==> src/verilog/ptr_defect_defs.svh <==
// Purpose: constants for the receive path pointer defect monitor
// Assumes: 50 MHz system clock, classic wishbone with 8-bit register words
// Notes:   offsets are byte addresses of aligned 32-bit words
`ifndef PTR_DEFECT_DEFS_SVH
`define PTR_DEFECT_DEFS_SVH

`define OFS_STATUS      6'h00
`define OFS_RDI_CFG     6'h04
`define OFS_IRQ_STAT    6'h08
`define OFS_IRQ_MASK    6'h0c

`define BIT_AIS         0
`define BIT_LOP         1
`define BIT_RDI_UNST    2

`define LOP_DECLARE_CNT 4'h8
`define CLEAR_CNT       2'h3
`define AIS_WIN_CNT     2'h3
`define THRD_RESET      4'hf
`define PTR_ONES        8'hff

`endif

==> src/verilog/ptr_defect_pkg.sv <==
// Purpose: types for the receive path pointer defect monitor
// Assumes: one tributary, one frame strobe per received frame
// Notes:   frame summary is presented with the frame boundary strobe
package ptr_defect_pkg;

  typedef enum logic [2:0] {
    ST_NORM = 3'b001,
    ST_LOP  = 3'b010,
    ST_AIS  = 3'b100
  } ptr_state_t;

  typedef struct packed {
    logic       frame_end;
    logic [7:0] h1;
    logic [7:0] h2;
    logic [7:0] h3;
    logic       ptr_valid;
    logic       new_data_flag;
    logic       spe_all_ones;
    logic       path_remote_defect_indicator;
  } frame_info_t;

  typedef struct packed {
    ptr_state_t  st;
    logic [3:0]  inv_cnt;
    logic [3:0]  ndf_cnt;
    logic [1:0]  good_cnt;
    logic [1:0]  ais_cnt;
    logic        rdi_prev;
    logic [3:0]  rdi_same_cnt;
    logic [3:0]  rdi_unst_cnt;
    logic        rdi_unst;
    logic [3:0]  thrd;
    logic [2:0]  irq_stat;
    logic [2:0]  irq_mask;
    logic [7:0]  rd_data;
    logic        ack;
  } mon_state_t;

endpackage : ptr_defect_pkg

==> src/verilog/rx_path_pointer_defect_monitor.sv <==
// Purpose: declare and clear pointer loss, path alarm and remote defect instability
// Assumes: frame inputs come from a framer on the same clock
// Notes:   all defect logic steps only on the frame boundary strobe
//
// Our own choices: the Wishbone slave port and the address map.
`timescale 1ns/1ps
`default_nettype none
`include "ptr_defect_defs.svh"

module rx_path_pointer_defect_monitor (
  input  wire logic                        SYS_CLK,
  input  wire logic                        SYS_RST,
  input  wire logic                        CLK_EN,
  input  wire ptr_defect_pkg::frame_info_t FRAME,
  input  wire logic                        WB_CYC_I,
  input  wire logic                        WB_STB_I,
  input  wire logic                        WB_WE_I,
  input  wire logic [5:0]                  WB_ADR_I,
  input  wire logic [3:0]                  WB_SEL_I,
  input  wire logic [31:0]                 WB_DAT_I,
  output logic [31:0]                      WB_DAT_O,
  output logic                             WB_ACK_O,
  output logic                             PATH_POINTER_LOSS,
  output logic                             PATH_ALARM_INDICATION,
  output logic                             REMOTE_DEFECT_UNSTABLE,
  output logic                             IRQ
);

  ptr_defect_pkg::mon_state_t s_r;
  ptr_defect_pkg::mon_state_t s_nxt;

  logic       ones;
  logic       good;
  logic       lop_dec;
  logic       ais_dec;
  logic       lop_now;
  logic       ais_now;
  logic [2:0] status;
  logic [2:0] status_nxt;
  logic       req;
  logic       wr;

  ////////////////////////////////////////////////////////////////////////////
  // frame classification

  assign ones = (FRAME.h1 == `PTR_ONES) && (FRAME.h2 == `PTR_ONES)
             && (FRAME.h3 == `PTR_ONES);
  // valid pointer with a normal flag; used by the loss clear path only
  assign good = FRAME.ptr_valid && !FRAME.new_data_flag && !ones;

  assign lop_now = (s_r.st == ptr_defect_pkg::ST_LOP);
  assign ais_now = (s_r.st == ptr_defect_pkg::ST_AIS);
  assign status  = {s_r.rdi_unst, lop_now, ais_now};

  assign req = WB_CYC_I && WB_STB_I && !s_r.ack;
  assign wr  = req && WB_WE_I && WB_SEL_I[0];

  ////////////////////////////////////////////////////////////////////////////
  // next state

  always_comb begin
    s_nxt      = s_r;
    lop_dec    = 1'b0;
    ais_dec    = 1'b0;
    status_nxt = status;

    if (FRAME.frame_end) begin
      // all-ones pointer frames with an all-ones envelope count toward the alarm; all-ones pointers never count toward loss
      s_nxt.ais_cnt = (ones && FRAME.spe_all_ones)
                    ? ((s_r.ais_cnt == `AIS_WIN_CNT) ? s_r.ais_cnt : s_r.ais_cnt + 2'h1)
                    : 2'h0;
      s_nxt.inv_cnt = (!FRAME.ptr_valid && !ones)
                    ? ((s_r.inv_cnt == `LOP_DECLARE_CNT) ? s_r.inv_cnt : s_r.inv_cnt + 4'h1)
                    : 4'h0;
      s_nxt.ndf_cnt = (FRAME.ptr_valid && FRAME.new_data_flag && !ones)
                    ? ((s_r.ndf_cnt == `LOP_DECLARE_CNT) ? s_r.ndf_cnt : s_r.ndf_cnt + 4'h1)
                    : 4'h0;
      s_nxt.good_cnt = (FRAME.ptr_valid && !ones)
                     ? ((s_r.good_cnt == `CLEAR_CNT) ? s_r.good_cnt : s_r.good_cnt + 2'h1)
                     : 2'h0;

      ais_dec = (s_nxt.ais_cnt == `AIS_WIN_CNT);
      lop_dec = (s_nxt.inv_cnt == `LOP_DECLARE_CNT)
             || (s_nxt.ndf_cnt == `LOP_DECLARE_CNT);

      unique case (s_r.st)
        ptr_defect_pkg::ST_NORM: begin
          if (ais_dec) begin
            s_nxt.st = ptr_defect_pkg::ST_AIS;
          end else if (lop_dec) begin
            s_nxt.st = ptr_defect_pkg::ST_LOP;
          end
        end
        ptr_defect_pkg::ST_LOP: begin
          if (ais_dec) begin
            s_nxt.st = ptr_defect_pkg::ST_AIS;
          end else if (good) begin
            s_nxt.good_cnt = (s_r.good_cnt == `CLEAR_CNT) ? s_r.good_cnt
                           : s_r.good_cnt + 2'h1;
            if (s_nxt.good_cnt == `CLEAR_CNT) begin
              s_nxt.st = ptr_defect_pkg::ST_NORM;
            end
          end else begin
            s_nxt.good_cnt = 2'h0;
          end
        end
        ptr_defect_pkg::ST_AIS: begin
          // set or normal flag both count here
          if (s_nxt.good_cnt == `CLEAR_CNT) begin
            s_nxt.st = ptr_defect_pkg::ST_NORM;
          end
        end
        default: s_nxt.st = ptr_defect_pkg::ST_NORM;
      endcase
      if (s_r.st != s_nxt.st) begin
        s_nxt.good_cnt = 2'h0;
      end

      // remote defect instability, one step per frame
      if (FRAME.path_remote_defect_indicator != s_r.rdi_prev) begin
        s_nxt.rdi_same_cnt = 4'h0;
        s_nxt.rdi_unst_cnt = (s_r.rdi_unst_cnt == 4'hf) ? s_r.rdi_unst_cnt
                           : s_r.rdi_unst_cnt + 4'h1;
      end else begin
        s_nxt.rdi_same_cnt = (s_r.rdi_same_cnt == 4'hf) ? s_r.rdi_same_cnt
                           : s_r.rdi_same_cnt + 4'h1;
        if (s_nxt.rdi_same_cnt >= s_r.thrd) begin
          s_nxt.rdi_unst_cnt = 4'h0;
        end
      end
      s_nxt.rdi_prev = FRAME.path_remote_defect_indicator;
      // a zero threshold would declare on every frame; treat it as never
      s_nxt.rdi_unst = (s_r.thrd != 4'h0) && (s_nxt.rdi_unst_cnt >= s_r.thrd);

      status_nxt = {s_nxt.rdi_unst,
                    s_nxt.st == ptr_defect_pkg::ST_LOP,
                    s_nxt.st == ptr_defect_pkg::ST_AIS};
    end

    // register bus: ack registered one cycle after the request, ack for one cycle
    s_nxt.ack     = req;
    s_nxt.rd_data = 8'h00;
    if (req && !WB_WE_I) begin
      unique case (WB_ADR_I)
        `OFS_STATUS:   s_nxt.rd_data = {5'h00, status};
        `OFS_RDI_CFG:  s_nxt.rd_data = {4'h0, s_r.thrd};
        `OFS_IRQ_STAT: s_nxt.rd_data = {5'h00, s_r.irq_stat};
        `OFS_IRQ_MASK: s_nxt.rd_data = {5'h00, s_r.irq_mask};
        default:       s_nxt.rd_data = 8'h00;
      endcase
    end
    if (wr && (WB_ADR_I == `OFS_RDI_CFG)) begin
      s_nxt.thrd = WB_DAT_I[3:0];
    end
    if (wr && (WB_ADR_I == `OFS_IRQ_MASK)) begin
      s_nxt.irq_mask = WB_DAT_I[2:0];
    end

    // any change of a defect is an event; a new event wins over the clear
    s_nxt.irq_stat = s_r.irq_stat;
    if (wr && (WB_ADR_I == `OFS_IRQ_STAT)) begin
      s_nxt.irq_stat = s_r.irq_stat & ~WB_DAT_I[2:0];
    end
    s_nxt.irq_stat = s_nxt.irq_stat | (status_nxt ^ status);
  end

  ////////////////////////////////////////////////////////////////////////////
  // state register

  always_ff @(posedge SYS_CLK) begin
    if (SYS_RST) begin
      s_r              <= '0;
      s_r.st           <= ptr_defect_pkg::ST_NORM;
      s_r.thrd         <= `THRD_RESET;
    end else if (CLK_EN) begin
      s_r <= s_nxt;
    end
  end

  ////////////////////////////////////////////////////////////////////////////
  // outputs

  assign WB_DAT_O               = {24'h000000, s_r.rd_data};
  assign WB_ACK_O               = s_r.ack;
  assign PATH_POINTER_LOSS      = lop_now;
  assign PATH_ALARM_INDICATION  = ais_now;
  assign REMOTE_DEFECT_UNSTABLE = s_r.rdi_unst;
  assign IRQ                    = |(s_r.irq_stat & s_r.irq_mask);

endmodule : rx_path_pointer_defect_monitor
`default_nettype wire

==> config.mk <==
export PLATFORM = sky130hd
export DESIGN_NAME = rx_path_pointer_defect_monitor
export DESIGN_NICKNAME = d
export VERILOG_FILES = /design/src/verilog/ptr_defect_pkg.sv /design/src/verilog/rx_path_pointer_defect_monitor.sv
export VERILOG_INCLUDE_DIRS = /design/src /design/src/verilog
export SDC_FILE = /design/constraint.sdc
export NUM_CORES = 1
export LEC_CHECK = 0
export ABC_AREA = 1
export BUFFER_PORTS_ARGS = -buffer_cell sky130_fd_sc_hd__clkbuf_2
export CAP_MARGIN = 5
export CORE_ASPECT_RATIO = 0.9
export CORE_UTILIZATION = 40
export CTS_CLUSTER_SIZE = 10
export DETAILED_ROUTE_END_ITERATION = 8
export HOLD_SLACK_MARGIN = 0.02
export PLACE_DENSITY = 0.68
export SYNTH_ARGS = -nofsm -noshare
export SYNTH_HDL_FRONTEND = slang
export SYNTH_SLANG_ARGS = --single-unit
==> constraint.sdc <==
create_clock -name SYS_CLK -period 3.9 [get_ports SYS_CLK]
set_clock_uncertainty 0.2 [all_clocks]
set_input_delay 0.39 -clock SYS_CLK [delete_from_list [all_inputs] [get_ports SYS_CLK]]
set_output_delay 0.39 -clock SYS_CLK [all_outputs]
set_load 0.01 [all_outputs]
### After elaboration in Yosys (flattened, before gate mapping)

Index checks and enable logic that the tools add are counted.

| word-level totals | value |
|---|---|
| bits in registers | 44 |
| bits in latches | 0 |
| bits in writable memories | 0 |
| ROM bits | 0 |
| bits of input ports | 77 |
| output and inout bits | 37 |
| word-level logic and storage cells | 110 |
| memories | 0 |

| cells by class | value |
|---|---|
| $add $sub $neg | 6 |
| $mul | 0 |
| div/mod/pow operators | 0 |
| order comparisons | 2 |
| equal/unequal tests | 24 |
| shifts and indexed selects | 0 |
| muxes and demuxes | 29 |
| bitwise operators | 5 |
| reduce and logical (&&, ||, !) cells | 30 |

Operators with widths:

| kind | count |
|---|---|
| $mux 4 | 8 |
| $mux 3 | 9 |
| $eq 4x4->1 const B | 6 |
| $eq 8x8->1 const B | 3 |
| $logic_and 1x1->1 | 18 |
| $add 4x1->4 const B | 4 |
| $mux 2 | 8 |
| $mux 8 | 2 |
| $pmux 4 s4 | 1 |
| $eq 6x4->1 const B | 2 |
| $eq 2x2->1 const B | 5 |
| $pmux 3 s3 | 1 |
| $ge 4x4->1 | 2 |
| $and 3x3->3 | 2 |
| $eq 3x2->1 const B | 2 |
| $eq 3x3->1 const B | 2 |
| $eq 6x3->1 const B | 1 |
| $logic_not 6->1 | 1 |
| $reduce_and 2->1 | 3 |
| $logic_not 1->1 | 5 |
| $add 2x1->2 const B | 2 |
| $reduce_bool 4->1 | 1 |
| $eq 3x1->1 const B | 1 |
| $ne 3x3->1 | 1 |
| 6 further kinds | 6 |

### Longest topological paths before layout

| logic depth | value |
|---|---|
| word-level depth | 16 |
| depth in mapped cells | 22 |
| depth with buffers taken out | 22 |

### Worst setup path after synthesis

OpenSTA, ideal clock, no wires.

| path | value |
|---|---|
| path kind | flip-flop to flip-flop |
| start point | register s_r[24] in the netlist's numbering |
| end point | register s_r[14] in the netlist's numbering |
| setup time | 0.132 ns |
| data arrival time | 2.763 ns |
| required time | 3.568 ns |
| slack | 0.805 ns |
| cell stages (with the launch flop) | 22 |
| path buffers | 0 |
| period minus slack after synthesis | 3.095 ns |
| path through | dfxtp_1 > ha_1 > nand2_1 > inv_1 > nand2_1 > mux2_2 > ha_1 > inv_1 > nor2_1 > o211ai_1 > nand3_1 > nand2_1 > inv_1 > or2_2 > inv_1 > ha_1 > o211ai_1 > nand3_1 > nand2_1 > a21oi_1 > o21ai_0 > a21oi_1 |

| between the ends | value |
|---|---|
| word-level cells in the longest chain between the ends | 11 |
| elaborated cells on any way between the ends | 12 |
| classes of those cells | add/sub: 1; order compare: 2; eq/ne: 1; mux: 5; bitwise: 2; reduce/logical: 1 |

Ends and longest elaborated chain:

| element | RTL line | text |
|---|---|---|
| from (decl) | rx_path_pointer_defect_monitor.sv:29 | `ptr_defect_pkg::mon_state_t s_r;` |
| from (signal assigned) | rx_path_pointer_defect_monitor.sv:176 | `s_r <= s_nxt;` |
| $add 4x1->4 / $eq 4x4->1 (equally long branches) | rx_path_pointer_defect_monitor.sv:126, rx_path_pointer_defect_monitor.sv:125 |  |
| $mux 4 * | rx_path_pointer_defect_monitor.sv:125 | `s_nxt.rdi_same_cnt = (s_r.rdi_same_cnt == 4'hf) ? s_r.rdi_same_cnt` |
| $ge 4x4->1 * | rx_path_pointer_defect_monitor.sv:127 | `if (s_nxt.rdi_same_cnt >= s_r.thrd) begin` |
| $mux 4 * | rx_path_pointer_defect_monitor.sv:127 |  |
| $mux 8 * | rx_path_pointer_defect_monitor.sv:120 | `if (FRAME.path_remote_defect_indicator != s_r.rdi_prev) begin` |
| $mux 8 * | rx_path_pointer_defect_monitor.sv:67 | `if (FRAME.frame_end) begin` |
| $ge 4x4->1 * | rx_path_pointer_defect_monitor.sv:133 | `s_nxt.rdi_unst = (s_r.thrd != 4'h0) && (s_nxt.rdi_unst_cnt >= s_r.thrd);` |
| $logic_and 1x1->1 * | rx_path_pointer_defect_monitor.sv:133 |  |
| $mux 3 * | rx_path_pointer_defect_monitor.sv:67 |  |
| $xor 3x3->3 * | rx_path_pointer_defect_monitor.sv:164 | `s_nxt.irq_stat = s_nxt.irq_stat \| (status_nxt ^ status);` |
| $or 3x3->3 * | rx_path_pointer_defect_monitor.sv:164 |  |

Mark *: on every way between the ends. The rest lies on a longest branch, timed or not. The select of a mux whose other input is x is not followed.
A chain may end at the register's enable or synchronous reset.

### Worst setup path after layout

Ends and elaborated chain as after synthesis.

==> results by group <==
Run status
  • Status: completed

GRT
  • GRT overflow: 0
  • Vias in the first global route: around 2,400
  • Largest net degree at the start of global routing: 37
  • Initial antenna violation count: 0
  • Overall routing resource usage: approximately 16%
  • First-pass GRT wire length: 9915 um

Die
  • Initial Util: 42.43%
  • Die W: 91.27 um
  • Die area: around 7500 sq um
  • Row cnt: 28
  • I/O Pins: 114
  • Area of the core: 6761 sq um
  • Chip Height: 82.35 um

Layout
  • Fraction of layout cells with a size suffix above 1: a little under a fifth
  • Fin util: a little under half
  • Nets: 564
  • ANT cells: 0
  • Final instance area: ~3200 sq um
  • Area Growth Syn to Fin: 10.68%

Timing
  • Slew @ Worst Pin: between 0.8 and 0.9 ns
  • Fin. Hold Viols: 0
  • Setup violations, final: 0
  • Hold_ws: between 0.1 and 0.15 ns
  • RSZ-0062 raised after global routing: no
  • Min Tclk post-route: between 3 and 4 ns
  • Max Freq: around 0.29 GHz
  • Setup TNS: 0 ns
  • Final period util: roughly 88%
  • Max-slew violations: 0
  • Slew headroom: a little over two fifths

Critical path
  • Critical Path Fanout Max: 4
  • CP max stage cell: mux2_2
  • CP peak stage delay: around 0.37 ns
  • WP buf/inv: 4
  • Worst-path cell chain: ha_1 > nand2_1 > inv_1 > nand2_1 > mux2_2 > ha_1 > inv_1 > nor2_1 > o211ai_1 > nand3_1 > nand2_1 > inv_1 > or2_2 > inv_1 > ha_1 > o211ai_1 > nand3_1 > nand2_1 > a21oi_1 > o21ai_0 > a21oi_1
  • CP top delay family: simple AND/OR/NAND/NOR gates
  • Startpoint Class: flip-flop
  • WP depth: 21
  • R2R cell count: 21
  • Critical path data arrival time: 3.39 ns
  • WS Path Type: reg2reg
  • Endpoint class of the critical path: flip-flop
  • Data required time at the worst endpoint: 3.87 ns

Clocking
  • H-tree level count: 2
  • Cts repair resizes: 0
  • Worst-skew pair later-pin latency: 0.29 ns
  • Clock Sinks: 40
  • Clock slew seen by the registers of the worst setup and hold paths: approximately 0.08 ns
  • Cts bufs inserted: 5
  • Count of hold buffers inserted by post-cts repair: 0
  • Postcts setup bufs: 0
  • Clock Tree Buf Depth: 2
  • CTS root buf: clkbuf_8
  • CTS tree: built

Run
  • Max cap viols: 0

Detailed routing
  • ANT nets after route: 0
  • DRT iter0 DRCs: 74
  • Vias per inst: 4.817
  • Final wirelength: 6080 um
  • DR pass1 iterations: 4
  • Via count: between 2,000 and 3,000
  • DRC: 0
  • DR WL/cell: roughly 11 um

Synth
  • Number of distinct library cells after synthesis: 42
  • Yosys reg bits: 40
  • Top-count cell post-synth: nand2_1
  • Biggest area consumer among synthesized cells: dfxtp_1
  • Syn avg cell area: 6.751 sq um
  • Ys async rst share: 0%
  • Most frequent cells after synthesis: nand2_1 (81), inv_1 (49), dfxtp_1 (40)
  • Cells after Synth: 425
  • Post-synth EDFFs: 0
  • Ys Warns: 0
  • Top FF cell, synth: dfxtp_1
  • Dominant cells by area after synthesis: dfxtp_1 (28%), nand2_1 (11%), buf_4 (8.4%), inv_1 (6.4%), a21oi_1 (6.3%)
  • Seq/Total Area, Yosys: around 28%
  • Yosys top cell area share: between 20% and 30%
  • Netlist Area Pre-Place: approximately 2900 sq um

Place
  • DP Area: between 3000 and 4000 sq um
  • Detailed Place HPWL: about 4800 um
  • PortBufs: 54
  • Routability cong.: 0.8032

Pwr
  • Peak supply drop: between 0.1 and 0.15 mV
  • Pwr per Cell Area: approximately 280 nW/um^2
  • Pleak: about 1.6 nW

Worst hold path
  • Hold Crit Class: in2reg
  • WHS Path Cells: 3
==> kinds of logic after synthesis <==
logic type | count (synthesis) | synth area share [%]
AOI/OAI and AO/OA | 89 | 17.18
xor gates and xnor gates | 7 | 2.137
adders and majority gates | 14 | 6.106
buffers and inverters | 95 | 16.83
DFF | 40 | 27.91
muxes | 2 | 0.7414
other | 1 | 0.1307
and+or+nand+nor | 177 | 28.96
==> placed cells by master, fill, tap and decap left out, types with 7 or more instances in the layout <==
cell	count
a21oi_1	36
clkbuf_2	54
nand2_1	81
nand3_1	21
dfxtp_1	40
inv_1	49
nor2_1	37
ha_1	14
nand4_1	9
o21ai_0	35
o211ai_1	7
conb_1	28
==> per-stage QoR <==
| step | std cells | total power, mW | setup slack [ns] |
|---|---|---|---|
| 2_1_floorplan | 452 | 0.5805 | 0.8050 |
| 3_3_place_gp | 556 | 0.6060 | 0.5979 |
| 3_5_place_dp | 556 | 0.6109 | 0.5001 |
| 4_1_cts | 564 | 0.9020 | 0.4806 |
| 5_1_grt | 564 | 0.9426 | 0.2021 |
| 6_report | 564 | 0.8950 | 0.4861 |
==> layer usage <==
layer / track usage, % / vias to the layer above / share of wire, % / wire (um)
li1: - / 1432 / - / -
met1: 21.30 / 1215 / 50 / 3052
met2: 26.52 / 58 / 45 / 2709
met3: 3.297 / 12 / 3.5 / 210
met4: 6.667 / 0 / 1.8 / 108
met5: 0 / - / 0 / 0
==> state kept, by name, indices dropped and copies added, names as in the netlist <==
register and cells:
REMOTE_DEFECT_UNSTABLE 1, WB_DAT_O 4, s_r 34, WB_ACK_O 1
==> worst paths after layout <==
path	from	end	slack [ns]
worst max-delay path	s_r[24]$_SDFFE_PP0P_	s_r[14]$_SDFFE_PP0P_	0.49
worst min-delay path	WB_DAT_I[3]	s_r[18]$_SDFFE_PP1P_	0.15
worst max register to register	s_r[24]$_SDFFE_PP0P_	s_r[14]$_SDFFE_PP0P_	0.49
worst min register to register	WB_DAT_O[0]$_SDFFE_PP0P_	WB_DAT_O[0]$_SDFFE_PP0P_	0.27
==> where the power goes <==
| part | total [mW] | internal (mW) | switching [mW] | leakage, nW |
|---|---|---|---|---|
| clock network | 0.292 | 0.144 | 0.149 | 0.0445 |
| logic | 0.164 | 0.0613 | 0.103 | 1.18 |
| registers | 0.438 | 0.423 | 0.0150 | 0.326 |
==> cell type report <==
cell class / count / area, sq um
sequential: 40 / 800.8
clock inverter: 1 / 7.507
tap: 90 / 112.6
clock buffer: 7 / 86.33
fill: 690 / 3586
timing repair buffer: 54 / 270.3
inverter: 55 / 211.5
multi-input combinational: 317 / 1687
==> tightest hold or removal path: cells and delay by family <==
kind                   cells  cell delay (ns)
and+or+nand+nor            2             0.15
buffers and inverters      1             0.08
(Power assumes the default switching activity.)
